### src/design/xfer_bus_pkg.sv
// package for the shared transfer bus master controller
// assumes one 250 MHz clock and an interlocked, clockless bus outside
package xfer_bus_pkg;

  // ---------------------------------------------------------------
  // widths
  // ---------------------------------------------------------------
  localparam int ADDR_W   = 23;             // addr_lines, word address bits 1..23
  localparam int QUAL_W   = 8;              // addr_qualifier_lines
  localparam int DATA_W   = 32;             // full data bus

  // ---------------------------------------------------------------
  // timing
  // ---------------------------------------------------------------
  localparam int CLK_PERIOD_PS   = 4000;    // 250 MHz clock
  localparam int ADDR_SETUP_NS   = 8;       // address valid before strobe low
  localparam int ADDR_SETUP_CYC  = (ADDR_SETUP_NS * 1000 + CLK_PERIOD_PS - 1) / CLK_PERIOD_PS;
  localparam int STROBE_REL_NS   = 8;       // strobe driven high before release
  localparam int STROBE_REL_CYC  = (STROBE_REL_NS * 1000) / CLK_PERIOD_PS;
  localparam logic [3:0] CNT_ZERO = 4'h0;   // timer idle value

  // ---------------------------------------------------------------
  // transfer widths requested by the user side
  // ---------------------------------------------------------------
  typedef enum logic [1:0] {
    SZ_BYTE = 2'h0,                         // one byte, chosen by addr bit 0
    SZ_WORD = 2'h1,                         // sixteen bits
    SZ_LONG = 2'h2                          // thirty-two bits
  } xfer_size_t;

  // ---------------------------------------------------------------
  // controller states
  // ---------------------------------------------------------------
  typedef enum logic [8:0] {
    ST_IDLE    = 9'b0_0000_0001,            // bus not owned
    ST_WAITBUS = 9'b0_0000_0010,            // granted, waiting for old owner
    ST_OWN     = 9'b0_0000_0100,            // bus owned, no cycle
    ST_ADDR    = 9'b0_0000_1000,            // address out, setup count
    ST_ASLOW   = 9'b0_0001_0000,            // strobe low, wait for ack lines high
    ST_DATA    = 9'b0_0010_0000,            // data strobes low, wait answer
    ST_TERM    = 9'b0_0100_0000,            // strobes driven high
    ST_ENDWAIT = 9'b0_1000_0000,            // wait slave to free ack lines
    ST_RELEASE = 9'b1_0000_0000             // strobe driven high, then released
  } ms_state_t;

endpackage

### src/design/pin_sync.sv
// two-flop synchroniser for a group of bus pins
// assumes the pins are asynchronous to clk_i
`timescale 1ns/1ps
module pin_sync #(
  parameter int W = 1                       // number of pins
) (
  input  wire logic         clk_i,          // system clock
  input  wire logic         arst_n_i,       // async reset, active low
  input  wire logic [W-1:0] d_i,            // raw pin levels
  output logic      [W-1:0] q_o             // synchronised levels
);

  // ---------------------------------------------------------------
  // two stages; reset to released (high) level
  // ---------------------------------------------------------------
  logic [W-1:0] meta;                       // first stage, read only by q_o

  // both stages run every edge
  always_ff @(posedge clk_i or negedge arst_n_i) begin
    if (!arst_n_i) begin
      meta <= '1;
      q_o  <= '1;
    end else begin
      meta <= d_i;
      q_o  <= meta;
    end
  end

endmodule

### src/design/xfer_bus_master.sv
// master end of the shared transfer bus: ownership, address, data cycles
// assumes a requester/arbiter outside; pins are split into in/out/enable
// Summary of operation
// - obtain bus through requester before transfers
// - address, qualifier, width valid before strobe
// - direction high for reads before data strobe
// - ack and fault high before data strobes
// - odd byte read: odd strobe, low byte
// - on ack capture, release address, raise strobes
// - word write: direction low, both strobes
// - give up bus only after strobe low, or at once from OWN when leaving with no cycle
// - early release drops bus held line
// - new owner waits address free, strobe high
// - release others first, strobe high, release
// - unlimited back-to-back cycles while owned
// - optional address parity with address
// - odd strobe low byte, even strobe high
// - long transfer only four-byte aligned
`timescale 1ns/1ps
module xfer_bus_master
  import xfer_bus_pkg::*;
#(
  parameter bit PARITY_EN = 1'b1            // generate address parity
) (
  input  wire logic              clk_i,            // system clock
  input  wire logic              arst_n_i,         // async reset, active low
  // user side
  input  wire logic              own_req_i,        // want the bus (level)
  input  wire logic              cmd_valid_i,      // transfer request
  output logic                   cmd_ready_o,      // request taken this cycle
  input  wire logic              cmd_write_i,      // 1 write, 0 read
  input  wire xfer_size_t        cmd_size_i,       // byte, word, long
  input  wire logic [ADDR_W:0]   cmd_addr_i,       // byte address, bit 0 included
  input  wire logic [QUAL_W-1:0] cmd_qual_i,       // address qualifier code
  input  wire logic [DATA_W-1:0] cmd_wdata_i,      // write data, low lanes first
  input  wire logic              cmd_last_i,       // final cycle of this tenure
  output logic                   rsp_valid_o,      // one-cycle answer pulse
  output logic                   rsp_fault_o,      // answer was bus fault or bad request
  output logic [DATA_W-1:0]      rsp_rdata_o,      // captured read data
  output logic                   owned_o,          // bus owned (level)
  // requester side
  output logic                   bus_req_o,        // ask requester for the bus
  input  wire logic              bus_grant_i,      // requester says proceed
  input  wire logic              clear_req_i,      // arbiter asks to clear bus
  // bus pins; strobes, handshake and control lines active low on the wire, address and data lines not
  input  wire logic              addr_strobe_n_i,  // strobe level seen on bus
  output logic                   addr_strobe_n_o,  // strobe drive level
  output logic                   addr_strobe_oe_o, // strobe driven
  input  wire logic              addr_busy_i,      // someone drives address lines
  output logic [ADDR_W-1:0]      addr_lines_o,     // address bits 1..23
  output logic [QUAL_W-1:0]      addr_qualifier_lines_o, // qualifier code
  output logic                   addr_parity_n_o,  // address parity
  output logic                   wide_select_n_o,  // low for 32-bit transfer
  output logic                   write_n_o,        // low write, high read
  output logic                   ctl_oe_o,         // enable for address/control group
  output logic                   odd_byte_strobe_n_o,  // strobe for bits 0..7
  output logic                   even_byte_strobe_n_o, // strobe for bits 8..15
  output logic                   dstrobe_oe_o,     // data strobes driven
  input  wire logic [DATA_W-1:0] data_i,           // data lines seen
  output logic [DATA_W-1:0]      data_o,           // data lines driven
  output logic                   data_oe_o,        // data lines driven
  input  wire logic              transfer_ack_n_i, // slave ack
  input  wire logic              bus_fault_n_i     // slave fault
);

  // ---------------------------------------------------------------
  // input synchronisers
  // ---------------------------------------------------------------
  logic [4:0] raw_pins;                     // async pins
  logic [4:0] syn_pins;                     // synchronised pins
  assign raw_pins = {addr_strobe_n_i, addr_busy_i, transfer_ack_n_i,
                     bus_fault_n_i, bus_grant_i};

  pin_sync #(.W(5)) u_sync (
    .clk_i   (clk_i),
    .arst_n_i(arst_n_i),
    .d_i     (raw_pins),
    .q_o     (syn_pins)
  );

  logic as_high, addr_busy, ack_n, fault_n, grant;  // synced levels
  assign as_high   = syn_pins[4];
  assign addr_busy = ~syn_pins[3];          // sync resets high; busy shown low
  assign ack_n     = syn_pins[2];
  assign fault_n   = syn_pins[1];
  assign grant     = ~syn_pins[0];          // grant pin active low on wire

  // ---------------------------------------------------------------
  // helpers
  // ---------------------------------------------------------------
  // odd parity over address and qualifier
  function automatic logic addr_par(input logic [ADDR_W-1:0] a,
                                    input logic [QUAL_W-1:0] q);
    addr_par = ~(^{a, q});
  endfunction

  // long access must sit on a four-byte boundary
  function automatic logic bad_req(input xfer_size_t s, input logic [ADDR_W:0] a);
    bad_req = (s == SZ_LONG) ? (a[1:0] != 2'b00) :
              (s == SZ_WORD) ? a[0] : 1'b0;
  endfunction

  // ---------------------------------------------------------------
  // state and registers
  // ---------------------------------------------------------------
  ms_state_t         state, next_state;     // controller state
  logic [3:0]        cnt;                   // setup/release timer
  logic              last_q;                // final cycle flag
  logic              write_q;               // latched direction
  xfer_size_t        size_q;                // latched width
  logic              odd_q;                 // byte address bit 0
  logic              req_q;                 // requester request

  // decoded conditions
  wire take     = (state == ST_OWN) && cmd_valid_i;           // command taken
  wire take_bad = take && bad_req(cmd_size_i, cmd_addr_i);    // refused at once
  wire lines_ok = ack_n && fault_n;                           // previous slave gone
  wire answered = !ack_n || !fault_n;                         // slave answered
  wire bus_free = !addr_busy && as_high;                      // old owner gone
  wire leave    = !own_req_i || clear_req_i;                  // give up bus

  assign cmd_ready_o = take;
  assign owned_o     = (state != ST_IDLE) && (state != ST_WAITBUS);

  // ---------------------------------------------------------------
  // next state
  // ---------------------------------------------------------------
  always_comb begin
    next_state = state;
    case (state)
      ST_IDLE:    if (own_req_i && grant) next_state = ST_WAITBUS;
      ST_WAITBUS: if (bus_free) next_state = ST_OWN;
      ST_OWN: begin
        if (take && !take_bad) next_state = ST_ADDR;
        else if (leave) next_state = ST_RELEASE;
      end
      ST_ADDR:    if (cnt == CNT_ZERO) next_state = ST_ASLOW;
      ST_ASLOW:   if (lines_ok) next_state = ST_DATA;
      ST_DATA:    if (answered) next_state = ST_TERM;
      ST_TERM:    next_state = ST_ENDWAIT;
      ST_ENDWAIT: begin
        if (lines_ok) next_state = (last_q || clear_req_i) ? ST_RELEASE : ST_OWN;
      end
      ST_RELEASE: if (cnt == CNT_ZERO) next_state = ST_IDLE;
      default:    next_state = ST_IDLE;
    endcase
  end

  // state register
  always_ff @(posedge clk_i or negedge arst_n_i) begin
    if (!arst_n_i) state <= ST_IDLE;
    else           state <= next_state;
  end

  // ---------------------------------------------------------------
  // timer: setup before strobe, drive-high time before release
  // ---------------------------------------------------------------
  always_ff @(posedge clk_i or negedge arst_n_i) begin
    if (!arst_n_i) begin
      cnt <= CNT_ZERO;
    end else if (take) begin
      cnt <= 4'(ADDR_SETUP_CYC - 1);
    end else if (next_state == ST_RELEASE && state != ST_RELEASE) begin
      cnt <= 4'(STROBE_REL_CYC - 1);
    end else if (cnt != CNT_ZERO) begin
      cnt <= cnt - 4'h1;
    end
  end

  // ---------------------------------------------------------------
  // requester request: dropped early once strobe is low on last cycle
  // ---------------------------------------------------------------
  always_ff @(posedge clk_i or negedge arst_n_i) begin
    if (!arst_n_i) req_q <= 1'b0;
    else if (state == ST_IDLE) req_q <= own_req_i;
    else if (state == ST_ASLOW && last_q) req_q <= 1'b0;
    else if (state == ST_OWN && leave) req_q <= 1'b0;
  end
  assign bus_req_o = req_q;

  // ---------------------------------------------------------------
  // latched command and address pins
  // ---------------------------------------------------------------
  always_ff @(posedge clk_i or negedge arst_n_i) begin
    if (!arst_n_i) begin
      last_q  <= 1'b0;
      write_q <= 1'b0;
      size_q  <= SZ_BYTE;
      odd_q   <= 1'b0;
      addr_lines_o           <= '0;
      addr_qualifier_lines_o <= '0;
      addr_parity_n_o        <= 1'b1;
      wide_select_n_o        <= 1'b1;
      data_o                 <= '0;
    end else if (take) begin
      last_q  <= cmd_last_i;
      write_q <= cmd_write_i;
      size_q  <= cmd_size_i;
      odd_q   <= cmd_addr_i[0];
      addr_lines_o           <= cmd_addr_i[ADDR_W:1];
      addr_qualifier_lines_o <= cmd_qual_i;
      addr_parity_n_o        <= PARITY_EN ?
                                addr_par(cmd_addr_i[ADDR_W:1], cmd_qual_i) : 1'b1;
      wide_select_n_o        <= (cmd_size_i != SZ_LONG);
      // odd byte rides low lanes, even byte the next lane up
      data_o <= (cmd_size_i == SZ_BYTE && !cmd_addr_i[0]) ?
                {cmd_wdata_i[DATA_W-9:0], 8'h00} : cmd_wdata_i;
    end
  end

  // ---------------------------------------------------------------
  // pin drive: address group driven from ADDR to DATA only
  // ---------------------------------------------------------------
  wire in_cycle  = (state == ST_ADDR) || (state == ST_ASLOW) || (state == ST_DATA);
  wire strobe_lo = (state == ST_ASLOW) || (state == ST_DATA);
  wire ds_lo     = (state == ST_DATA);

  assign ctl_oe_o         = in_cycle;
  assign write_n_o        = !write_q;
  assign data_oe_o        = in_cycle && write_q;
  assign addr_strobe_n_o  = !strobe_lo;
  assign addr_strobe_oe_o = owned_o && (state != ST_WAITBUS) &&
                            !(state == ST_RELEASE && cnt == CNT_ZERO);
  assign dstrobe_oe_o     = in_cycle || (state == ST_TERM);

  // byte select: odd strobe for low byte, even strobe for next lane
  wire want_odd  = (size_q != SZ_BYTE) || odd_q;
  wire want_even = (size_q != SZ_BYTE) || !odd_q;
  assign odd_byte_strobe_n_o  = !(ds_lo && want_odd);
  assign even_byte_strobe_n_o = !(ds_lo && want_even);

  // ---------------------------------------------------------------
  // answer capture
  // ---------------------------------------------------------------
  always_ff @(posedge clk_i or negedge arst_n_i) begin
    if (!arst_n_i) begin
      rsp_valid_o <= 1'b0;
      rsp_fault_o <= 1'b0;
      rsp_rdata_o <= '0;
    end else begin
      rsp_valid_o <= (state == ST_DATA && answered) || take_bad;
      if (take_bad) begin
        rsp_fault_o <= 1'b1;
      end else if (state == ST_DATA && answered) begin
        rsp_fault_o <= !fault_n;
        rsp_rdata_o <= data_i;
      end
    end
  end

endmodule

### config.mk
export PLATFORM = sky130hd
export DESIGN_NAME = xfer_bus_master
export DESIGN_NICKNAME = d
export VERILOG_FILES = /design/src/design/xfer_bus_pkg.sv /design/src/design/pin_sync.sv /design/src/design/xfer_bus_master.sv
export SDC_FILE = /design/constraint.sdc
export NUM_CORES = 1
export LEC_CHECK = 0
export BUFFER_PORTS_ARGS = -buffer_cell sky130_fd_sc_hd__buf_2
export CAP_MARGIN = 20
export CELL_PAD_IN_SITES_DETAIL_PLACEMENT = 1
export CELL_PAD_IN_SITES_GLOBAL_PLACEMENT = 1
export CORE_ASPECT_RATIO = 1.2
export CORE_MARGIN = 3
export CORE_UTILIZATION = 42
export CTS_BUF_LIST = sky130_fd_sc_hd__clkbuf_4
export DETAILED_ROUTE_END_ITERATION = 8
export HOLD_SLACK_MARGIN = 0.1
export PLACE_DENSITY = 0.91
export SETUP_SLACK_MARGIN = 0.2
export SYNTH_ARGS = -nofsm -noshare
export SYNTH_HDL_FRONTEND = slang
export SYNTH_SLANG_ARGS = --single-unit
### constraint.sdc
create_clock -name clk_i -period 3.85 [get_ports clk_i]
set_input_delay 0.1925 -clock clk_i [delete_from_list [all_inputs] [get_ports clk_i]]
set_output_delay 0.1925 -clock clk_i [all_outputs]
set_load 0.05 [all_outputs]
### After elaboration in Yosys (flattened, before gate mapping)

Index checks and enable logic that the tools add are counted.

| word-level totals | value |
|---|---|
| bits in registers | 128 |
| latch bits | 0 |
| memory bits (writable) | 0 |
| bits in read-only memories | 0 |
| bits of input ports | 110 |
| output and inout port bits | 110 |
| memories kept | 0 |

| operators by class | value |
|---|---|
| add/sub/neg operators | 1 |
| multipliers | 0 |
| divide/modulo/power cells | 0 |
| order comparisons | 0 |
| equal/unequal tests | 16 |
| shifts and indexed selects | 0 |
| muxes and demuxes | 22 |
| bitwise operators | 3 |
| reduce and logical (&&, ||, !) cells | 49 |

Operators with widths:

| operator | count |
|---|---|
| $mux 9 | 10 |
| $pmux 9 s9 | 1 |
| $mux 32 | 1 |
| $reduce_xor 31->1 | 1 |
| $eq 9x9->1 const B | 2 |
| $logic_and 1x1->1 | 18 |
| $mux 4 | 3 |
| $logic_not 1->1 | 11 |
| $logic_or 1x1->1 | 10 |
| $eq 9x1->1 const B | 1 |
| $eq 9x2->1 const B | 1 |
| $eq 9x3->1 const B | 1 |
| $eq 9x4->1 const B | 1 |
| $eq 9x5->1 const B | 1 |
| $eq 9x6->1 const B | 1 |
| $eq 9x7->1 const B | 1 |
| $eq 9x8->1 const B | 1 |
| $ne 9x1->1 const B | 1 |
| $ne 9x2->1 const B | 1 |
| $ne 9x9->1 const B | 1 |
| $mux 1 | 7 |
| $reduce_bool 2->1 | 3 |
| $reduce_bool 3->1 | 2 |
| $logic_not 4->1 | 1 |
| 8 further kinds | 10 |

### Logic depth before layout (Yosys ltp)

| logic depth | value |
|---|---|
| depth after elaboration | 12 |
| gate-level depth with buffers | 9 |

### Cells and area by module

Synthesis repeated with hierarchy kept, for this count alone.

| unflattened totals | value |
|---|---|
| cells, all modules | 465 |
| area, all modules | 5756.8 µm² |

By module, submodules not included:

| module | times used | cells an instance | area each (µm²) | sequential area each (µm²) |
|---|---|---|---|---|
| xfer_bus_master | 1 | 455 | 5494.0 | 2956.6 |
| pin_sync | 1 | 10 | 262.8 | 262.8 |

### Least setup slack after synthesis

Ideal clock, no wire load.

| timing | value |
|---|---|
| path kind | register to output |
| from | register state[8] |
| to | output dstrobe_oe_o |
| arrival time | 2.081 ns |
| path slack | 1.576 ns |
| cell stages (with the launch flop) | 4 |
| cells stage by stage | dfrtp_1 nor4_2 nand2_1 o31ai_1 |

| between the ends | value |
|---|---|
| longest elaborated chain between the ends | 4 |
| elaborated cells between the ends (all ways) | 7 |
| classes of those cells | eq/ne (4); reduce/logical (3) |

Ends and longest elaborated chain:

| element | line | RTL |
|---|---|---|
| start: declaration | xfer_bus_master.sv:106 | `ms_state_t state, next_state;` |
| start signal: assignment | xfer_bus_master.sv:152 | `else state <= next_state;` |
| $eq 9x4->1 / $eq 9x5->1 (equally long branches) | xfer_bus_master.sv:214 | `wire in_cycle = (state == ST_ADDR) \|\| (state == ST_ASLOW) \|\| (state == ST_DATA);` |
| $logic_or 1x1->1 (2 in series) | xfer_bus_master.sv:214 |  |
| $logic_or 1x1->1 * | xfer_bus_master.sv:224 | `assign dstrobe_oe_o = in_cycle \|\| (state == ST_TERM);` |
| end: declaration | xfer_bus_master.sv:58 | `output logic dstrobe_oe_o,` |

Mark *: on every way between the ends. The rest lies on a longest branch, timed or not.

### Final worst setup path

| timing | value |
|---|---|
| from | register state[5] |
| to | output cmd_ready_o |

| between the ends | value |
|---|---|
| longest elaborated chain between the ends | 2 |

Ends and longest elaborated chain:

| element | line | RTL |
|---|---|---|
| $eq 9x3->1 | xfer_bus_master.sv:115 | `wire take = (state == ST_OWN) && cmd_valid_i;` |
| $logic_and 1x1->1 | xfer_bus_master.sv:115 |  |
| end: declaration | xfer_bus_master.sv:30 | `output logic cmd_ready_o,` |

No other way between the ends.

==> run summary <==
The via count of the first global-routing pass is 6525. The slew at the pin closest to its max-slew limit is 0.9611 ns. The number of buffers between clock root and the deepest sink came out at 2. After clock tree synthesis, the clock-pin slew on the worst setup and hold paths is 0.15 ns. The via count came out at 5717. Setup repair after global routing left no endpoint under its margin. After the last flow step, the layout net total stands at 959. The layout filler cell count came out at 1464. met2 is the most crowded layer. Among all flip-flop cells after synthesis, the most frequent one is dfrtp_1. The multi-input combinational cells in the finished layout cover a total of 2392 um2. In the post-synthesis netlist, the biggest area contributors are dfrtp_1 (50%), mux2_2 (12%), dfstp_2 (5.9%). The leakage component of the power came out at 4.371 nW. Global routing used 33.25% of the available met1 tracks.

The number of synthesized flops with an enable pin is 0. The height of the chip is 134.8 um. TritonCTS built the clock tree. The number of gates given a new drive strength after cts is 0. The count of nets left with antenna violations once routing finished came out at 0. The met3 routing resource usage after global routing is 6.051%. STA classifies the critical path endpoint as a primary output. The die width came out at 113.3 um. The share of the yosys chip area belonging to registers came out at 55.44%.

Entering global routing, the biggest net connects 72 pins. The biggest fanout along the worst timing path is 62. The worst supply voltage drop on vdd is 0.0003910 V. The total wire length came out at 25120 um.

The biggest area contributor in the post-synthesis netlist is dfrtp_1. The number of input and output port buffers inserted is 219. The worst setup path is launched from a flop. The number of sinks driven by the clock tree is 128. The clock skew after layout is 0.04951 ns. The terminus of the critical flop-to-flop path is data_o[12].

Once layout is complete, the cells apart from fillers number 1033. The number of DRC violations after detailed routing came out at 0. For this run, global-route usage on met2 was measured as 64.03%. The flow ran to the end, and the final reports show no timing, DRC or antenna violations. In the synthesized netlist, the number of instances is 511. The basic-gate share of the synthesized area counting and, or, nand and nor cells is 14.93%. CTS placed an instance of clkbuf_4 at the clock tree root. The overall overflow remaining after global route came out at 0. After Yosys synthesis, XOR and XNOR cells account for 6.076% of the synthesized area. After synthesis, the netlist uses 53 different library cells. The DRC violation total after the first TritonRoute iteration is 328. The total standard cell area after synthesis is 5807 um2.

The maximum clock rate is 324.6 MHz. The storage element area is 3219 um2. The worst max-slew margin expressed relative to the limit came out at 35.93%. Of the cells placed in the final design, the portion with a size suffix greater than 1 is 40.12%. The overall die area came out at 15280 um2.

The initial antenna violation count is 5. After routing, the total negative slack on setup checks comes to 0 ns. The H-tree depth is 4. The proportion of netlist area held by the largest area contributor came out at 49.56%. The initial standard-cell utilization of the core is 43.49%. The insertion delay of the later-clocked pin in the worst-skew pair came out at 0.57 ns. The power density normalized to cell area is 601.8 nW/um2. In the final routed layout, each cell accounts on average for 24.31 um.

During synthesis, Yosys emitted a total of 0 warnings. The worst reg-to-reg setup slack is 0.91 ns. The count of boundary I/O pins is 220.

Leaving out fill and tap cells, the most frequent cells in the layout are buf_2 (218), dlygate4sd3_1 (119), dfrtp_1 (115), nand2_1 (82), mux2_2 (61). The minimum clock period after layout is 3.081 ns. Post-CTS timing repair inserted 0 buffers for setup.

The routability congestion estimate came out at 0.8373. The number of synthesized register bits came out at 128. The path depth of the worst reg2reg path came out at 7. The first detailed-routing pass took 5 iterations. The layout-stage area growth over the synthesis result is 47.08%. The number of placement rows is 46. The fraction of the cycle the final worst path needs is 80.03%. In the global route stage, overall resource usage came out at 33.24%.

The worst setup path is of the flop to primary output kind. The total count of max-transition violations in the final report came out at 0. The number of max-cap violations came out at 0. Synthesis produced a netlist with a net count of 623. The first-pass GRT wire length is 38390 um. STA puts the critical path data required time at 3.66 ns. Summing the areas of all fa, ha and maj instances in the mapped netlist gives 0.4309% of the synthesized area. The post-synthesis compound-gate area fraction came out at 6.830%. Leaving out fill and tap cells, the most frequent cell in the layout is buf_2. The setup violation total in the final timing report came out at 0. The type of the worst min-delay path is primary input to async pin. After synthesis, the largest family of logic cells by area is simple AND/OR/NAND/NOR gates. The core region area came out at 13350 um2.

The number of cells after detailed placement is 876. The total CTS buffers came out at 17. The worst path arrival time came out at 2.89 ns. The fraction of synthesized area in multiplexers came out at 12.80%. The fraction of registers with async set/reset is 100.0%. The number of vias per cell is 5.534. In this run the critical register-to-register path is launched from state[5]. The synthesized area per cell is 11.36 um2. The hold violation total from the final report came out at 0. The wire-length estimate of the detail-placed layout is 12990 um.
where the power goes:
group / internal [W] / total [W] / switching (W)
Sequential: 0.00163 / 0.00186 / 0.000228
Clock: 0.000458 / 0.00107 / 0.000614
Combinational: 0.000680 / 0.00221 / 0.00153
timing repair:
action	CTS	global route
endpoints found under the setup margin	0	0
endpoints found under the hold margin	181	0
hold buffers	119	0
layer usage:
metal	up-vias	share of wire [%]	wire, um
met5	-	0	0
met4	0	5.5	1370
met3	83	4.9	1223
met2	288	57	14240
met1	2894	33	8278
li1	2452	-	-
cell families (layout without fill, tap and decap cells):
logic type | after synthesis | count (layout)
adder cells (fa/ha/maj) | 2 | 2
AND/OR/NAND/NOR | 184 | 184
multiplexers | 66 | 66
buffers and inverters | 36 | 385
AO/OA/AOI/OAI | 61 | 61
XOR/XNOR | 34 | 34
flip-flops | 128 | 128
other | 0 | 5
how the worst max path moves through the flow:
stage | startpoint | to
2_1_floorplan | state[8] | dstrobe_oe_o
3_3_place_gp | state[8] | rsp_rdata_o[16]
3_5_place_dp | state[8] | rsp_rdata_o[16]
4_1_cts | state[5] | cmd_ready_o
5_1_grt | state[5] | cmd_ready_o
6_report | state[5] | cmd_ready_o
worst max-delay path, cell delays in order (launching register included):
cell and delay, ns:
dfrtp_1 0.58, nor3_2 0.41, and4_1 0.38, nand2_2 0.12, inv_4 0.46, buf_2 0.38
state kept, by name, indices dropped and copies added (netlist names):
signal and cells:
bus_req_o 1, wide_select_n_o 1, addr_lines_o 23, rsp_valid_o 1
cnt 4, rsp_fault_o 1, rsp_rdata_o 32, u_sync.meta 5
state 9, last_q 1, odd_q 1, write_q 1
addr_parity_n_o 1, data_o 32, addr_qualifier_lines_o 8, u_sync.q_o 5
size_q 2
cell usage after synthesis, drive strengths merged, types with 3 or more instances:
cell    count
o21ai      14
xnor3       4
inv         8
nor2b       7
nand2      83
a21oi       4
nand3      10
mux2       66
nor3        7
nand2b      5
a21o        3
clkbuf     10
nand4       6
or3         3
nor2       44
xor2        4
xnor2      26
nand3b      3
a31oi      24
dfrtp     115
nor4        3
buf        18
dfstp      13
per-stage QoR:
stage / hold slack (ns) / area (um2) / setup slack [ns] / util (%) / power, W
after global placement: 0.2983 / 6998 / 1.293 / 52.41 / 0.003659
after floorplan: -0.1031 / 5807 / 1.576 / - / 0.003198
after global routing: 0.2512 / 8541 / 0.5873 / 63.96 / 0.005335
after detailed placement: 0.2995 / 6998 / 1.111 / 52.41 / 0.003747
final: 0.3069 / 8541 / 0.7690 / 63.96 / 0.005140
after CTS: 0.2596 / 8501 / 0.8418 / 63.66 / 0.004918
area by class of cell:
class                   count  share of cell area [%]
flip-flops and latches    128                   37.69
multi-input cells         347                   28.01
well taps                 168                   2.461
diodes                      5                  0.1465
clock buffers              17                   1.494
inverters                   8                  0.3809
clock inverters            15                   2.154
repair buffers            345                   27.66
Note: power is estimated with default switching activity, not from simulation.
